--- config.mk ---
export PLATFORM = sky130hd
export DESIGN_NAME = sar_adc_serial_readout_ctrl
export DESIGN_NICKNAME = d
export VERILOG_FILES = /design/src/hw/pin_sync.v /design/src/hw/result_buf.v /design/src/hw/sar_adc_serial_readout_ctrl.v
export VERILOG_INCLUDE_DIRS = /design/src /design/src/hw
export SDC_FILE = /design/constraint.sdc
export NUM_CORES = 1
export LEC_CHECK = 0
export BUFFER_PORTS_ARGS = -buffer_cell sky130_fd_sc_hd__buf_2
export CAP_MARGIN = 20
export CORE_ASPECT_RATIO = 0.8
export CORE_MARGIN = 5
export CORE_UTILIZATION = 64
export DETAILED_ROUTE_END_ITERATION = 6
export GPL_TIMING_DRIVEN = 0
export PLACE_DENSITY_LB_ADDON = 0.05
export RECOVER_POWER = 25
export SLEW_MARGIN = 20
export SYNTH_ARGS = -nofsm -noshare
export SYNTH_HDL_FRONTEND = slang
export SYNTH_SLANG_ARGS = --single-unit
--- constraint.sdc ---
create_clock -name CORE_CLK -period 12.4 [get_ports CORE_CLK]
set_clock_uncertainty 0.1 [all_clocks]
set_input_delay 1.86 -clock CORE_CLK [delete_from_list [all_inputs] [get_ports CORE_CLK]]
set_output_delay 1.86 -clock CORE_CLK [all_outputs]
set_load 0.05 [all_outputs]
--- src/hw/adc_ctrl_map.vh ---
`ifndef ADC_CTRL_MAP_VH
`define ADC_CTRL_MAP_VH

// result word
`define WORD_BITS        18
`define WORD_MSB         17
`define ABORT_CODE       18'h3fc00
`define BITCNT_W         5
`define BITCNT_FULL      5'h11
`define BITCNT_ZERO      5'h00

// conversion timing
`define CLK_PERIOD_NS    20
`define CONV_TIME_NS     1160
`define CONV_CYCLES      ((`CONV_TIME_NS + `CLK_PERIOD_NS - 1) / `CLK_PERIOD_NS)
`define CONV_CNT_W       16

// conversion states
`define ST_WAIT          2'h0
`define ST_SAMPLE        2'h1
`define ST_CONV          2'h2
`define ST_NAP           2'h3

// register byte offsets
`define OFS_CTRL         12'h000
`define OFS_SAMPLE       12'h004
`define OFS_STATUS       12'h008
`define OFS_COUNT        12'h00c
`define ADDR_W           12

// register fields and reset values
`define CTRL_RST         16'h003a
`define SAMPLE_RST       18'h00000
`define STAT_BUSY        0
`define STAT_ST_LO       1
`define STAT_ST_HI       2
`define STAT_ABORTED     3
`define STAT_FRAME       4
`define STAT_OE          5
`define STAT_LVL_LO      6
`define STAT_LVL_HI      7
`define CNT_HALF         16

// synchronised pin order
`define PIN_CONV         0
`define PIN_CS           1
`define PIN_FS           2
`define PIN_SCLK         3
`define PIN_FMT          4
`define PIN_PD           5
`define PIN_COUNT        6

`endif

--- src/hw/pin_sync.v ---
module pin_sync #(
    parameter W = 1
) (
    // clock
    input  wire         clk,
    input  wire         ce,
    // pins
    input  wire [W-1:0] d,
    output wire [W-1:0] q
);
    reg [W-1:0] meta_r;
    reg [W-1:0] sync_r;

    // no reset: the pins settle within two edges whatever the start
    always @(posedge clk) begin
        if (ce) begin
            meta_r <= d;
            sync_r <= meta_r;
        end
    end

    assign q = sync_r;
endmodule // pin_sync

--- src/hw/result_buf.v ---
module result_buf #(
    parameter W = 19
) (
    // clock and reset
    input  wire         clk,
    input  wire         ce,
    input  wire         rst,
    // fill side
    input  wire         in_valid,
    output wire         in_ready,
    input  wire [W-1:0] in_data,
    // drain side
    output wire         out_valid,
    input  wire         out_ready,
    output wire [W-1:0] out_data,
    output wire [1:0]   level
);
    reg [W-1:0] head_r;
    reg [W-1:0] tail_r;
    reg [1:0]   cnt_r;
    reg [1:0]   cnt_nxt;
    wire        push;
    wire        pop;

    assign in_ready  = (cnt_r != 2'h2);
    assign out_valid = (cnt_r != 2'h0);
    assign out_data  = head_r;
    assign level     = cnt_r;
    assign push      = in_valid & in_ready;
    assign pop       = out_valid & out_ready;

    always @* begin
        cnt_nxt = cnt_r;
        if (push & ~pop)
            cnt_nxt = cnt_r + 2'h1;
        else if (pop & ~push)
            cnt_nxt = cnt_r - 2'h1;
    end

    always @(posedge clk) begin
        if (rst & ce) begin
            cnt_r  <= 2'h0;
            head_r <= {W{1'b0}};
            tail_r <= {W{1'b0}};
        end else if (ce) begin
            cnt_r <= cnt_nxt;
            if (pop) begin
                head_r <= (cnt_r == 2'h2) ? tail_r : in_data;
                if (push & (cnt_r == 2'h2))
                    tail_r <= in_data;
            end else if (push) begin
                if (cnt_r == 2'h0)
                    head_r <= in_data;
                else
                    tail_r <= in_data;
            end
        end
    end
endmodule // result_buf

--- src/hw/sar_adc_serial_readout_ctrl.v ---
// The register addresses and the APB slave port were decided locally.
`include "adc_ctrl_map.vh"

module sar_adc_serial_readout_ctrl (
    // clock, enable, reset
    input  wire        CORE_CLK,
    input  wire        CE,
    input  wire        SYS_RST,
    // converter pins
    input  wire        CONV_TRIGGER_N,
    input  wire        CS_N,
    input  wire        FRAME_SYNC,
    input  wire        SCLK,
    input  wire        POWER_DOWN_IN,
    input  wire        OUTPUT_FORMAT_SEL,
    output reg         BUSY,
    output reg         SERIAL_DATA_OUT,
    output reg         SERIAL_DATA_OE,
    // apb slave
    input  wire        PSEL,
    input  wire        PENABLE,
    input  wire        PWRITE,
    input  wire [11:0] PADDR,
    input  wire [31:0] PWDATA,
    output reg  [31:0] PRDATA,
    output reg         PREADY,
    output reg         PSLVERR
);
    wire [`PIN_COUNT-1:0] pins_s;
    wire                  conv_s;
    wire                  cs_low;
    wire                  fs_s;
    wire                  sclk_s;
    wire                  fmt_s;
    wire                  pd_s;
    wire                  rst;

    reg         qual_r;
    reg         qual_prev_r;
    reg         cs_prev_r;
    reg         fs_prev_r;
    reg         sclk_prev_r;
    reg         busy_prev_r;
    wire        qual_fall;
    wire        cs_fall;
    wire        fs_rise;
    wire        sclk_rise;
    wire        sclk_fall;

    reg  [1:0]             state_r;
    reg  [1:0]             state_nxt;
    reg  [`CONV_CNT_W-1:0] conv_cnt_r;
    reg  [`CONV_CNT_W-1:0] conv_cnt_nxt;
    reg                    abort_req_r;
    reg                    aborted_r;
    wire                   cnt_done;
    wire                   sample_go;
    wire                   push_valid;
    wire                   push_ready;
    wire [`WORD_BITS:0]    push_data;

    wire                   buf_valid;
    wire [`WORD_BITS:0]    buf_data;
    wire [1:0]             buf_level;
    wire                   frame_start;
    wire                   busy_reload;
    wire                   load;
    wire [`WORD_BITS:0]    src_word;
    reg  [`WORD_BITS-1:0]  fmt_word;
    reg  [`WORD_BITS:0]    held_r;
    reg  [`WORD_BITS-1:0]  shift_r;
    reg  [`BITCNT_W-1:0]   bits_r;
    reg                    seen_fall_r;
    reg                    frame_r;

    reg  [`CONV_CNT_W-1:0] ctrl_r;
    reg  [`WORD_BITS-1:0]  sample_r;
    reg  [`CNT_HALF-1:0]   done_cnt_r;
    reg  [`CNT_HALF-1:0]   abort_cnt_r;
    wire                   apb_acc;
    wire                   apb_wr;
    reg  [31:0]            rd_nxt;
    reg                    err_nxt;

    // pins arrive from outside the core clock domain
    pin_sync #(
        .W (`PIN_COUNT)
    ) u_pin_sync (
        .clk (CORE_CLK),
        .ce  (CE),
        .d   ({POWER_DOWN_IN, OUTPUT_FORMAT_SEL, SCLK,
               FRAME_SYNC, CS_N, CONV_TRIGGER_N}),
        .q   (pins_s)
    );

    assign conv_s = pins_s[`PIN_CONV];
    assign cs_low = ~pins_s[`PIN_CS];
    assign fs_s   = pins_s[`PIN_FS];
    assign sclk_s = pins_s[`PIN_SCLK];
    assign fmt_s  = pins_s[`PIN_FMT];
    assign pd_s   = pins_s[`PIN_PD];
    assign rst    = SYS_RST | pd_s;

    // edge detection on synchronised pins
    always @(posedge CORE_CLK) begin
        if (rst & CE) begin
            qual_r      <= 1'b1;
            qual_prev_r <= 1'b1;
            cs_prev_r   <= 1'b0;
            fs_prev_r   <= 1'b0;
            sclk_prev_r <= 1'b0;
            busy_prev_r <= 1'b0;
        end else if (CE) begin
            if (cs_low)
                qual_r <= conv_s;
            qual_prev_r <= qual_r;
            cs_prev_r   <= cs_low;
            fs_prev_r   <= fs_s & cs_low;
            sclk_prev_r <= sclk_s;
            busy_prev_r <= BUSY;
        end
    end

    assign qual_fall = qual_prev_r & ~qual_r;
    assign cs_fall   = cs_low & ~cs_prev_r;
    assign fs_rise   = fs_s & cs_low & ~fs_prev_r;
    assign sclk_rise = cs_low & sclk_s & ~sclk_prev_r;
    assign sclk_fall = cs_low & ~sclk_s & sclk_prev_r;

    // conversion sequencing
    assign cnt_done   = (conv_cnt_r >= ctrl_r - 16'h0001);
    assign sample_go  = qual_r & cs_low;
    assign push_valid = (state_r == `ST_CONV) &
                        (cnt_done | abort_req_r | qual_fall);
    assign push_data  = (abort_req_r | qual_fall) ?
                        {1'b1, `ABORT_CODE} : {1'b0, sample_r};

    always @* begin
        state_nxt    = state_r;
        conv_cnt_nxt = conv_cnt_r;
        case (state_r)
            `ST_WAIT, `ST_NAP: begin
                if (sample_go)
                    state_nxt = `ST_SAMPLE;
            end
            `ST_SAMPLE: begin
                conv_cnt_nxt = {`CONV_CNT_W{1'b0}};
                if (qual_fall)
                    state_nxt = `ST_CONV;
            end
            `ST_CONV: begin
                // a full buffer holds the conversion, so busy stretches
                if (push_valid & push_ready) begin
                    if (abort_req_r | qual_fall)
                        state_nxt = `ST_WAIT;
                    else if (sample_go)
                        state_nxt = `ST_SAMPLE;
                    else if (~qual_r)
                        state_nxt = `ST_NAP;
                    else
                        state_nxt = `ST_WAIT;
                end else if (~cnt_done) begin
                    conv_cnt_nxt = conv_cnt_r + 16'h0001;
                end
            end
            default: begin
                state_nxt = `ST_WAIT;
            end
        endcase
    end

    always @(posedge CORE_CLK) begin
        if (rst & CE) begin
            state_r     <= `ST_WAIT;
            conv_cnt_r  <= {`CONV_CNT_W{1'b0}};
            abort_req_r <= 1'b0;
            aborted_r   <= 1'b0;
            BUSY        <= 1'b0;
        end else if (CE) begin
            state_r    <= state_nxt;
            conv_cnt_r <= conv_cnt_nxt;
            BUSY       <= (state_nxt == `ST_CONV);
            // keep an abort that meets a full buffer until it is stored
            if (push_valid & push_ready)
                abort_req_r <= 1'b0;
            else if ((state_r == `ST_CONV) & qual_fall)
                abort_req_r <= 1'b1;
            if (push_valid & push_ready)
                aborted_r <= push_data[`WORD_BITS];
        end
    end

    result_buf #(
        .W (`WORD_BITS + 1)
    ) u_result_buf (
        .clk       (CORE_CLK),
        .ce        (CE),
        .rst       (rst),
        .in_valid  (push_valid),
        .in_ready  (push_ready),
        .in_data   (push_data),
        .out_valid (buf_valid),
        .out_ready (frame_start),
        .out_data  (buf_data),
        .level     (buf_level)
    );

    // serial readout
    assign frame_start = (cs_fall & fs_s) | fs_rise;
    assign busy_reload = busy_prev_r & ~BUSY & fs_s & cs_low & buf_valid;
    assign load        = frame_start | busy_reload;
    assign src_word    = buf_valid ? buf_data : held_r;

    always @* begin
        if (src_word[`WORD_BITS])
            fmt_word = `ABORT_CODE;
        else if (fmt_s)
            fmt_word = src_word[`WORD_BITS-1:0] ^
                       {1'b1, {(`WORD_BITS-1){1'b0}}};
        else
            fmt_word = src_word[`WORD_BITS-1:0];
    end

    always @(posedge CORE_CLK) begin
        if (rst & CE) begin
            held_r          <= {(`WORD_BITS+1){1'b0}};
            shift_r         <= {`WORD_BITS{1'b0}};
            bits_r          <= `BITCNT_ZERO;
            seen_fall_r     <= 1'b0;
            frame_r         <= 1'b0;
            SERIAL_DATA_OUT <= 1'b0;
            SERIAL_DATA_OE  <= 1'b0;
        end else if (CE) begin
            SERIAL_DATA_OE <= cs_low;
            if (~cs_low) begin
                frame_r     <= 1'b0;
                seen_fall_r <= 1'b0;
            end else if (load) begin
                // a new frame aborts the running one
                if (buf_valid)
                    held_r <= buf_data;
                shift_r         <= fmt_word;
                SERIAL_DATA_OUT <= fmt_word[`WORD_MSB];
                bits_r          <= `BITCNT_FULL;
                seen_fall_r     <= 1'b0;
                frame_r         <= 1'b1;
            end else if (frame_r) begin
                if (sclk_fall)
                    seen_fall_r <= 1'b1;
                if (sclk_rise & seen_fall_r) begin
                    shift_r         <= {shift_r[`WORD_MSB-1:0], 1'b0};
                    SERIAL_DATA_OUT <= shift_r[`WORD_MSB-1];
                    if (bits_r != `BITCNT_ZERO)
                        bits_r <= bits_r - 5'h01;
                    else
                        frame_r <= 1'b0;
                end
            end
        end
    end

    // apb slave: one wait state, access completes on the second edge
    assign apb_acc = PSEL & PENABLE & ~PREADY;
    assign apb_wr  = PSEL & PENABLE & PREADY & PWRITE & ~PSLVERR;

    always @* begin
        rd_nxt  = 32'h00000000;
        err_nxt = 1'b0;
        case (PADDR)
            `OFS_CTRL: begin
                rd_nxt[`CONV_CNT_W-1:0] = ctrl_r;
            end
            `OFS_SAMPLE: begin
                rd_nxt[`WORD_BITS-1:0] = sample_r;
            end
            `OFS_STATUS: begin
                rd_nxt[`STAT_BUSY]                 = BUSY;
                rd_nxt[`STAT_ST_HI:`STAT_ST_LO]    = state_r;
                rd_nxt[`STAT_ABORTED]              = aborted_r;
                rd_nxt[`STAT_FRAME]                = frame_r;
                rd_nxt[`STAT_OE]                   = SERIAL_DATA_OE;
                rd_nxt[`STAT_LVL_HI:`STAT_LVL_LO]  = buf_level;
            end
            `OFS_COUNT: begin
                rd_nxt = {abort_cnt_r, done_cnt_r};
            end
            default: begin
                err_nxt = 1'b1;
            end
        endcase
    end

    // control, sample and count registers survive power down (status fields do not); only the system reset
    // clears them, so software can still inspect what happened
    always @(posedge CORE_CLK) begin
        if (SYS_RST & CE) begin
            PRDATA      <= 32'h00000000;
            PREADY      <= 1'b0;
            PSLVERR     <= 1'b0;
            ctrl_r      <= `CTRL_RST;
            sample_r    <= `SAMPLE_RST;
            done_cnt_r  <= {`CNT_HALF{1'b0}};
            abort_cnt_r <= {`CNT_HALF{1'b0}};
        end else if (CE) begin
            PREADY <= apb_acc;
            if (apb_acc) begin
                PRDATA  <= PWRITE ? 32'h00000000 : rd_nxt;
                PSLVERR <= err_nxt;
            end else begin
                PRDATA  <= 32'h00000000;
                PSLVERR <= 1'b0;
            end
            if (apb_wr & (PADDR == `OFS_CTRL))
                ctrl_r <= (PWDATA[`CONV_CNT_W-1:0] == 16'h0000) ?
                          16'h0001 : PWDATA[`CONV_CNT_W-1:0];
            if (apb_wr & (PADDR == `OFS_SAMPLE))
                sample_r <= PWDATA[`WORD_BITS-1:0];
            if (push_valid & push_ready & ~pd_s) begin
                if (push_data[`WORD_BITS])
                    abort_cnt_r <= abort_cnt_r + 16'h0001;
                else
                    done_cnt_r <= done_cnt_r + 16'h0001;
            end
        end
    end
endmodule // sar_adc_serial_readout_ctrl

==> results of run 1 <==
==> Yosys cell counts (5+ instances only) <==
cell type    n  area, um^2
dfxtp_1    211        4220
nor2_1     146         548
a21oi_1    101         505
nand2_1     90         338
mux2i_1     70         701
clkbuf_1    58         218
nand3_1     47         235
o21ai_0     42         210
nor3_1      34         170
nand4_1     31         194
o2bb2ai_1   29         254
inv_1       27         101
ha_1        25         313
a211oi_1    20         150
or3_1       20         125
a22o_1      16         140
o21ai_1     14        70.1
xnor2_1     14         123
nor4_1      13        81.3
a311oi_1    12         105
edfxtp_1    12         360
or4_1       12        90.1
xor2_1      12         105
nand2b_1    11        68.8
o31ai_1     11        82.6
buf_2       10        50.1
a22oi_1      9        67.6
and3_1       9        56.3
and2_1       8        50.1
buf_1        8        30.0
o221ai_1     8        70.1
nor2b_1      7        43.8
mux2_2       5        56.3
==> per-stage QoR <==
stage	instances	total power, mW	setup WS, ns
after global placement	1499	0.841	7.66
after global routing	1536	1.49	7.13
after CTS	1536	1.45	7.43
final	1536	1.45	7.35
after detailed placement	1499	0.843	7.48
after floorplan	1206	0.810	8.13
==> area by class of cell <==
cell class / instances / share of cell area, %
Multi-Input combinational cell: 879 / 46.8
Sequential cell: 223 / 38.9
Tap cell: 215 / 2.28
Clock inverter: 7 / 0.361
Clock buffer: 30 / 5.26
Inverter: 27 / 0.860
Timing Repair Buffer: 78 / 2.91
Buffer: 77 / 2.62
==> how the worst max path moves through the flow <==
stage / from / end / cells after the start
floorplan: ctrl_r[2] / u_result_buf.level[1] / 16
global placement: ctrl_r[2] / u_result_buf.level[1] / 16
detailed placement: ctrl_r[2] / u_result_buf.level[1] / 16
CTS: ctrl_r[2] / u_result_buf.level[1] / 16
global route: ctrl_r[2] / u_result_buf.level[1] / 16
finish: ctrl_r[2] / u_result_buf.level[1] / 16
==> flip-flops by register name (all words and copies together) (netlist names), 2 cells and up <==
register	cells
conv_cnt_r	16
held_r	19
u_result_buf.tail_r	19
abort_cnt_r	16
done_cnt_r	16
u_result_buf.out_data	19
u_result_buf.level	2
ctrl_r	16
state_r	2
PRDATA	32
u_pin_sync.q	6
u_pin_sync.meta_r	6
sample_r	18
bits_r	5
shift_r	17
==> where the power goes <==
| part | internal, mW | leakage [nW] | total, mW | switching, mW |
|---|---|---|---|---|
| Combinational | 0.0259 | 2.43 | 0.0879 | 0.0620 |
| Clock | 0.349 | 0.328 | 0.624 | 0.275 |
| Sequential | 0.734 | 1.82 | 0.742 | 0.00814 |
| Total | 1.11 | 4.58 | 1.45 | 0.345 |
==> kinds of logic after synthesis <==
group                    Yosys count  synth area share [%]
XOR/XNOR                          26                  2.17
adder cells (fa/ha/maj)           25                  2.98
buffers and inverters            104                  3.90
multiplexers                      75                  7.20
flip-flops                       223                  43.6
AO/OA/AOI/OAI                    304                  19.5
AND/OR/NAND/NOR                  449                  20.7
==> critical path, stage by stage, from the launching register on <==
cell and delay (ns):
dfxtp_1 0.39, or4_1 0.60, nor3_1 0.34, nand3_1 0.17, nor4_1 0.28, xnor2_1 0.14
ha_1 0.32, nand4_1 0.15, or3_4 0.45, a311o_1 0.50, nand4_1 0.20, buf_2 0.24
and3_1 0.20, ha_1 0.26, nor2_1 0.19, o21ai_0 0.12, a22o_1 0.27
==> per-layer routing <==
layer | track usage [%] | up-vias | part of all wire [%]
met4 | 7.39 | 0 | 2.6
met2 | 45.1 | 440 | 44
met1 | 45.1 | 4711 | 46
li1 | - | 4631 | -
met3 | 5.21 | 65 | 8.2
met5 | 0 | - | 0
==> flow_summary.toml, run 1 <==
[outcome]
outcome = "finished with violations"
failed_checks = "max-capacitance violations, max-slew violations"

[timing]
timing.fmax_ghz = 0.198
finalSetupTns_ns = 0
rsz0062_at_grt = "false"
min_period_over_period_pct = 40.7
min_period_ns = 5.05
holdWs_ns = 0.319
tightest_slew_ns = 1.53
setup_violations = 0
slew_violations = 20
hold_violations = 0
slew_headroom_pct = -1.97

[global_routing]
grt_pass1_vias = 9165
antenna_found_initial = 0
grt_start_max_net_pins = 20
gr-usage-all-layers_pct = 30.1
grt_pass1_wl_mm = 48.0
overflow = 0

[floorplanning]
coreArea_um2 = 16000
die-height_um = 125
row_count = 41
io_pins = 93
die_width_um = 153
dieArea_um2 = 19100
initial_core_util_pct = 65.9

[critical_path]
critPathMaxFanout = 10
rrSetupSlack_ns = 7.35
arrival_ns = 5.35
rr_endpoint = "u_result_buf.level[1]"
crit_type = "reg -> reg"
reg2reg_from = "ctrl_r[2]"
start_kind = "flip-flop"
r2r_cells = 16
worstSetupEndpointType = "flip-flop"
critical_path_required_ns = 12.70

[cells_and_area]
seqCellArea_um2 = 4580
multiInputGateArea_um2 = 5520
nets = 1389
final_common_cell = "dfxtp_1"
fin_area_um2 = 11800
layout_common_cells = "dfxtp_1, nor2_1, clkbuf_1"
fillerInstances = 1264
area_growth_pct = 12.1
num_antenna_cells = 0
drive_gt1_share_pct = 7.42
fin_util_pct = 73.9

[hold_path]
min_path_type = "reg -> reg"
min_path_cells = 0
holdPathEnd = "u_pin_sync.q[1]"
worst_hold_startpoint = "u_pin_sync.meta_r[1]"

[flow_run]
maxCapViolCount = 1

[drt]
firstDrtPassIters = 5
vias_per_cell = 6.41
drc_errors = 0
drt_wl_total_mm = 29.7
via_count = 9847
drtIter0Drc = 1044
drt-wirelength-per-cell_um = 19.3
drtAntennaViolNets = 0

[synth]
yosysUniqueCellTypes = 70
synthCells = 1206
synthFlopType = "dfxtp_1"
ys_seq_elements = 223
synth_edf_count = 12
syn_nets = 1287
post_synth_instance_area_um2 = 10500
async_reset_ff_share_pct = 0
syn_area_per_cell_um2 = 8.72
synth.yosys.seq_area_share_pct = 43.6
yosys_warnings = 0

[placement]
portBuffers = 78
gp_congestion = 1.02
placed_cell_area_um2 = 11200
dp_hpwl_mm = 21.5

[cts]
clock-sinks = 223
cts-resized-gates = 0
clock_tree.root_cell = "clkbuf_16"
insertion_delay_ns = 0.52
ctsHoldBuffers = 0
cts.clk_slew.worst_paths_ns = 0.06
postCtsSetupRepairBufs = 0
clockBufferDepth = 3
cts-buffers-inserted = 22
tritoncts = "yes"
cts_htree_levels = 1

[pwr]
peakVddDrop_mv = 0.118
p_per_area_nw_per_um2 = 123
power.leakage_nw = 4.58
Note: power is estimated with default switching activity, not from simulation.
==> inputs of run 2 (changes only) <==
--- a/config.mk
+++ b/config.mk
@@ -10,7 +10,7 @@
 export CAP_MARGIN = 20
 export CORE_ASPECT_RATIO = 0.8
 export CORE_MARGIN = 5
-export CORE_UTILIZATION = 64
+export CORE_UTILIZATION = 54
 export DETAILED_ROUTE_END_ITERATION = 6
 export GPL_TIMING_DRIVEN = 0
 export PLACE_DENSITY_LB_ADDON = 0.05
==> constraint.sdc (replaced) <==
create_clock -name CORE_CLK -period 4.5 [get_ports CORE_CLK]
set_clock_uncertainty 0.1 [all_clocks]
set_input_delay 0.675 -clock CORE_CLK [delete_from_list [all_inputs] [get_ports CORE_CLK]]
set_output_delay 0.675 -clock CORE_CLK [all_outputs]
set_load 0.05 [all_outputs]
==> run 2 against run 1 <==
The flow now finishes without violations. Sequential share of layout area down 1.0 points. Non-clock buffer count up 2. Clock-buffer cell count unchanged. Via count fell by 2.2%. Critical path depth unchanged. Largest power group is now the clock network.
==> flow_summary.toml, run 2 (synthesized netlist as in run 1, its figures left out) <==
[cells_and_area]
stdcell_count = 1588
num_antenna_cells = 0
layout_common_cells = "dfxtp_1, nor2_1, a21oi_1"
largest_register_ffs = 32
nets = 1393
final_common_cell = "dfxtp_1"
drive_gt1_share_pct = 9.02
top_register = "PRDATA"
area_growth_pct = 15.1

[drt]
vias_per_cell = 6.07
firstDrtPassIters = 6
via_count = 9632
drtAntennaViolNets = 0
drtIter0Drc = 1006
drc_errors = 0
drt-wirelength-per-cell_um = 18.9
drt_wl_total_mm = 30.0

[global_routing]
grt_pass1_wl_mm = 47.4
gr-usage-all-layers_pct = 25.7
grt_start_max_net_pins = 20
antenna_found_initial = 0
grt_pass1_vias = 8836
overflow = 0

[floorplanning]
die-height_um = 135
io_pins = 93
row_count = 45
initial_core_util_pct = 55.1
coreArea_um2 = 19100
dieArea_um2 = 22400
die_width_um = 166

[flow_run]
maxCapViolCount = 0

[cts]
clock-sinks = 223
cts.clk_slew.worst_paths_ns = 0.07
insertion_delay_ns = 0.52
tritoncts = "yes"
clockBufferDepth = 3
cts_htree_levels = 1
clock_tree.root_cell = "clkbuf_16"
cts-buffers-inserted = 24

[placement]
portBuffers = 78
dp_worst_setup_slack_ns = -0.291
gp_congestion = 0.960
place_inst = 1542
dp_hpwl_mm = 22.0

[timing]
min_period_over_period_pct = 95.1
min_period_ns = 4.28
slew_headroom_pct = 14.5
setup_ws_ns = 0.218
tightest_slew_ns = 1.28
slew_violations = 0
timing.fmax_ghz = 0.234
rsz0062_at_grt = "false"
hold_violations = 0
setup_violations = 0

[pwr]
clockPowerShare_pct = 48.0
peakVddDrop_mv = 0.258
p_per_area_nw_per_um2 = 364
switchingPower_mw = 1.02
p_seq_share_pct = 46.5
p_comb_share_pct = 5.5
swShare_pct = 23.3
power.leakage_nw = 4.68
internal-power_mw = 3.38

[critical_path]
path_cells = "or4_4 -> nor3_4 -> nand3_1 -> nor2_1 -> xnor2_1 -> ha_1 -> nand4_1 -> or3_4 -> a311o_2 -> nand4_1 -> buf_6 -> and3_1 -> ha_1 -> nor2_1 -> o21ai_0 -> a22o_1"
worstSetupEndpointType = "flip-flop"
rrSetupSlack_ns = 0.22
r2r_cells = 16
slowest_delay_ns = 0.57
crit_slowest_cell = "or4_4"
start_kind = "flip-flop"
critical_path_required_ns = 4.81
rr_endpoint = "u_result_buf.level[1]"
crit_type = "reg -> reg"
critPathMaxFanout = 10
arrival_ns = 4.60
reg2reg_from = "ctrl_r[3]"

[outcome]
outcome = "finished, final reports clean"

[hold_path]
min_path_type = "in -> reg"
worst_hold_startpoint = "CONV_TRIGGER_N"
min_path_cells = 1
holdPathEnd = "u_pin_sync.meta_r[0]"
==> run 2: changes by cell type in the layout (fill, tap and decap cells not counted), sizes merged <==
cell / delta
buf: +2
bufinv: +4
clkinvlp: +3
==> run 2: repair_timing <==
action / CTS / global route
endpoints found under the setup margin: 2 / 30
gates resized for setup: 4 / 8
pin swaps: 1 / 4
cloned: 0 / 0
setup buffers: 1 / 2
hold buffers: 0 / 0
hold endpoints to repair: 0 / 0
==> run 2: critical path, delay by kind of cell (launching register included) <==
kind	cells	cell delay [ns]
compound gates	3	0.69
xor+xnor	1	0.10
fa+ha+maj	2	0.58
buf+inv	1	0.17
flops	1	0.37
simple gates	9	2.15
==> run 2: layout make-up <==
cell class / count / area (um^2)
clock inverters: 14 / 193
multi-input cells: 879 / 5560
clock buffers: 30 / 663
plain buffers: 76 / 312
repair buffers: 81 / 364
inverters: 27 / 101
fillers: 1671 / 6980
flip-flops and latches: 223 / 4590
well taps: 258 / 323
==> run 2: power groups by stage <==
stage	logic, mW	registers, mW	clock network, mW
3_3_place_gp	0.236	2.09	0
3_5_place_dp	0.238	2.09	0
5_1_grt	0.265	2.05	2.22
4_1_cts	0.239	2.04	2.13
2_1_floorplan	0.145	2.09	0
6_report	0.244	2.05	2.11
==> run 2: worst max-delay path by stage <==
stage,startpoint,endpoint,slack [ns],cells past startpoint
final,ctrl_r[3],u_result_buf.level[1],0.22,16
after global routing,ctrl_r[2],u_result_buf.level[1],0.02,16
after CTS,ctrl_r[2],u_result_buf.level[1],0.05,16
after detailed placement,ctrl_r[2],u_result_buf.level[1],-0.29,16
after global placement,ctrl_r[2],u_result_buf.level[1],-0.25,16
after floorplan,ctrl_r[2],u_result_buf.level[1],0.23,16
==> run 2: per-layer routing <==
layer,part of all wire (%),global-route usage (%),vias up,wire [um]
met1,48,38.2,4628,14400
li1,-,-,4644,-
met4,2.3,5.91,0,688
met2,43,39.3,313,12800
met5,0,0,-,0
met3,7.2,4.39,47,2160
==> run 2: stage by stage <==
step                utilization (%)  hold WS (ns)  total power, mW  TNS (ns)  area [um^2]
floorplan                         -         0.300             2.23         0        10500
global placement               58.8         0.301             2.32    -0.299        11200
detailed placement             58.8         0.305             2.32    -0.393        11200
CTS                            63.4         0.220             4.41         0        12100
global route                   63.4         0.218             4.53         0        12100
finish                         63.4         0.228             4.40         0        12100
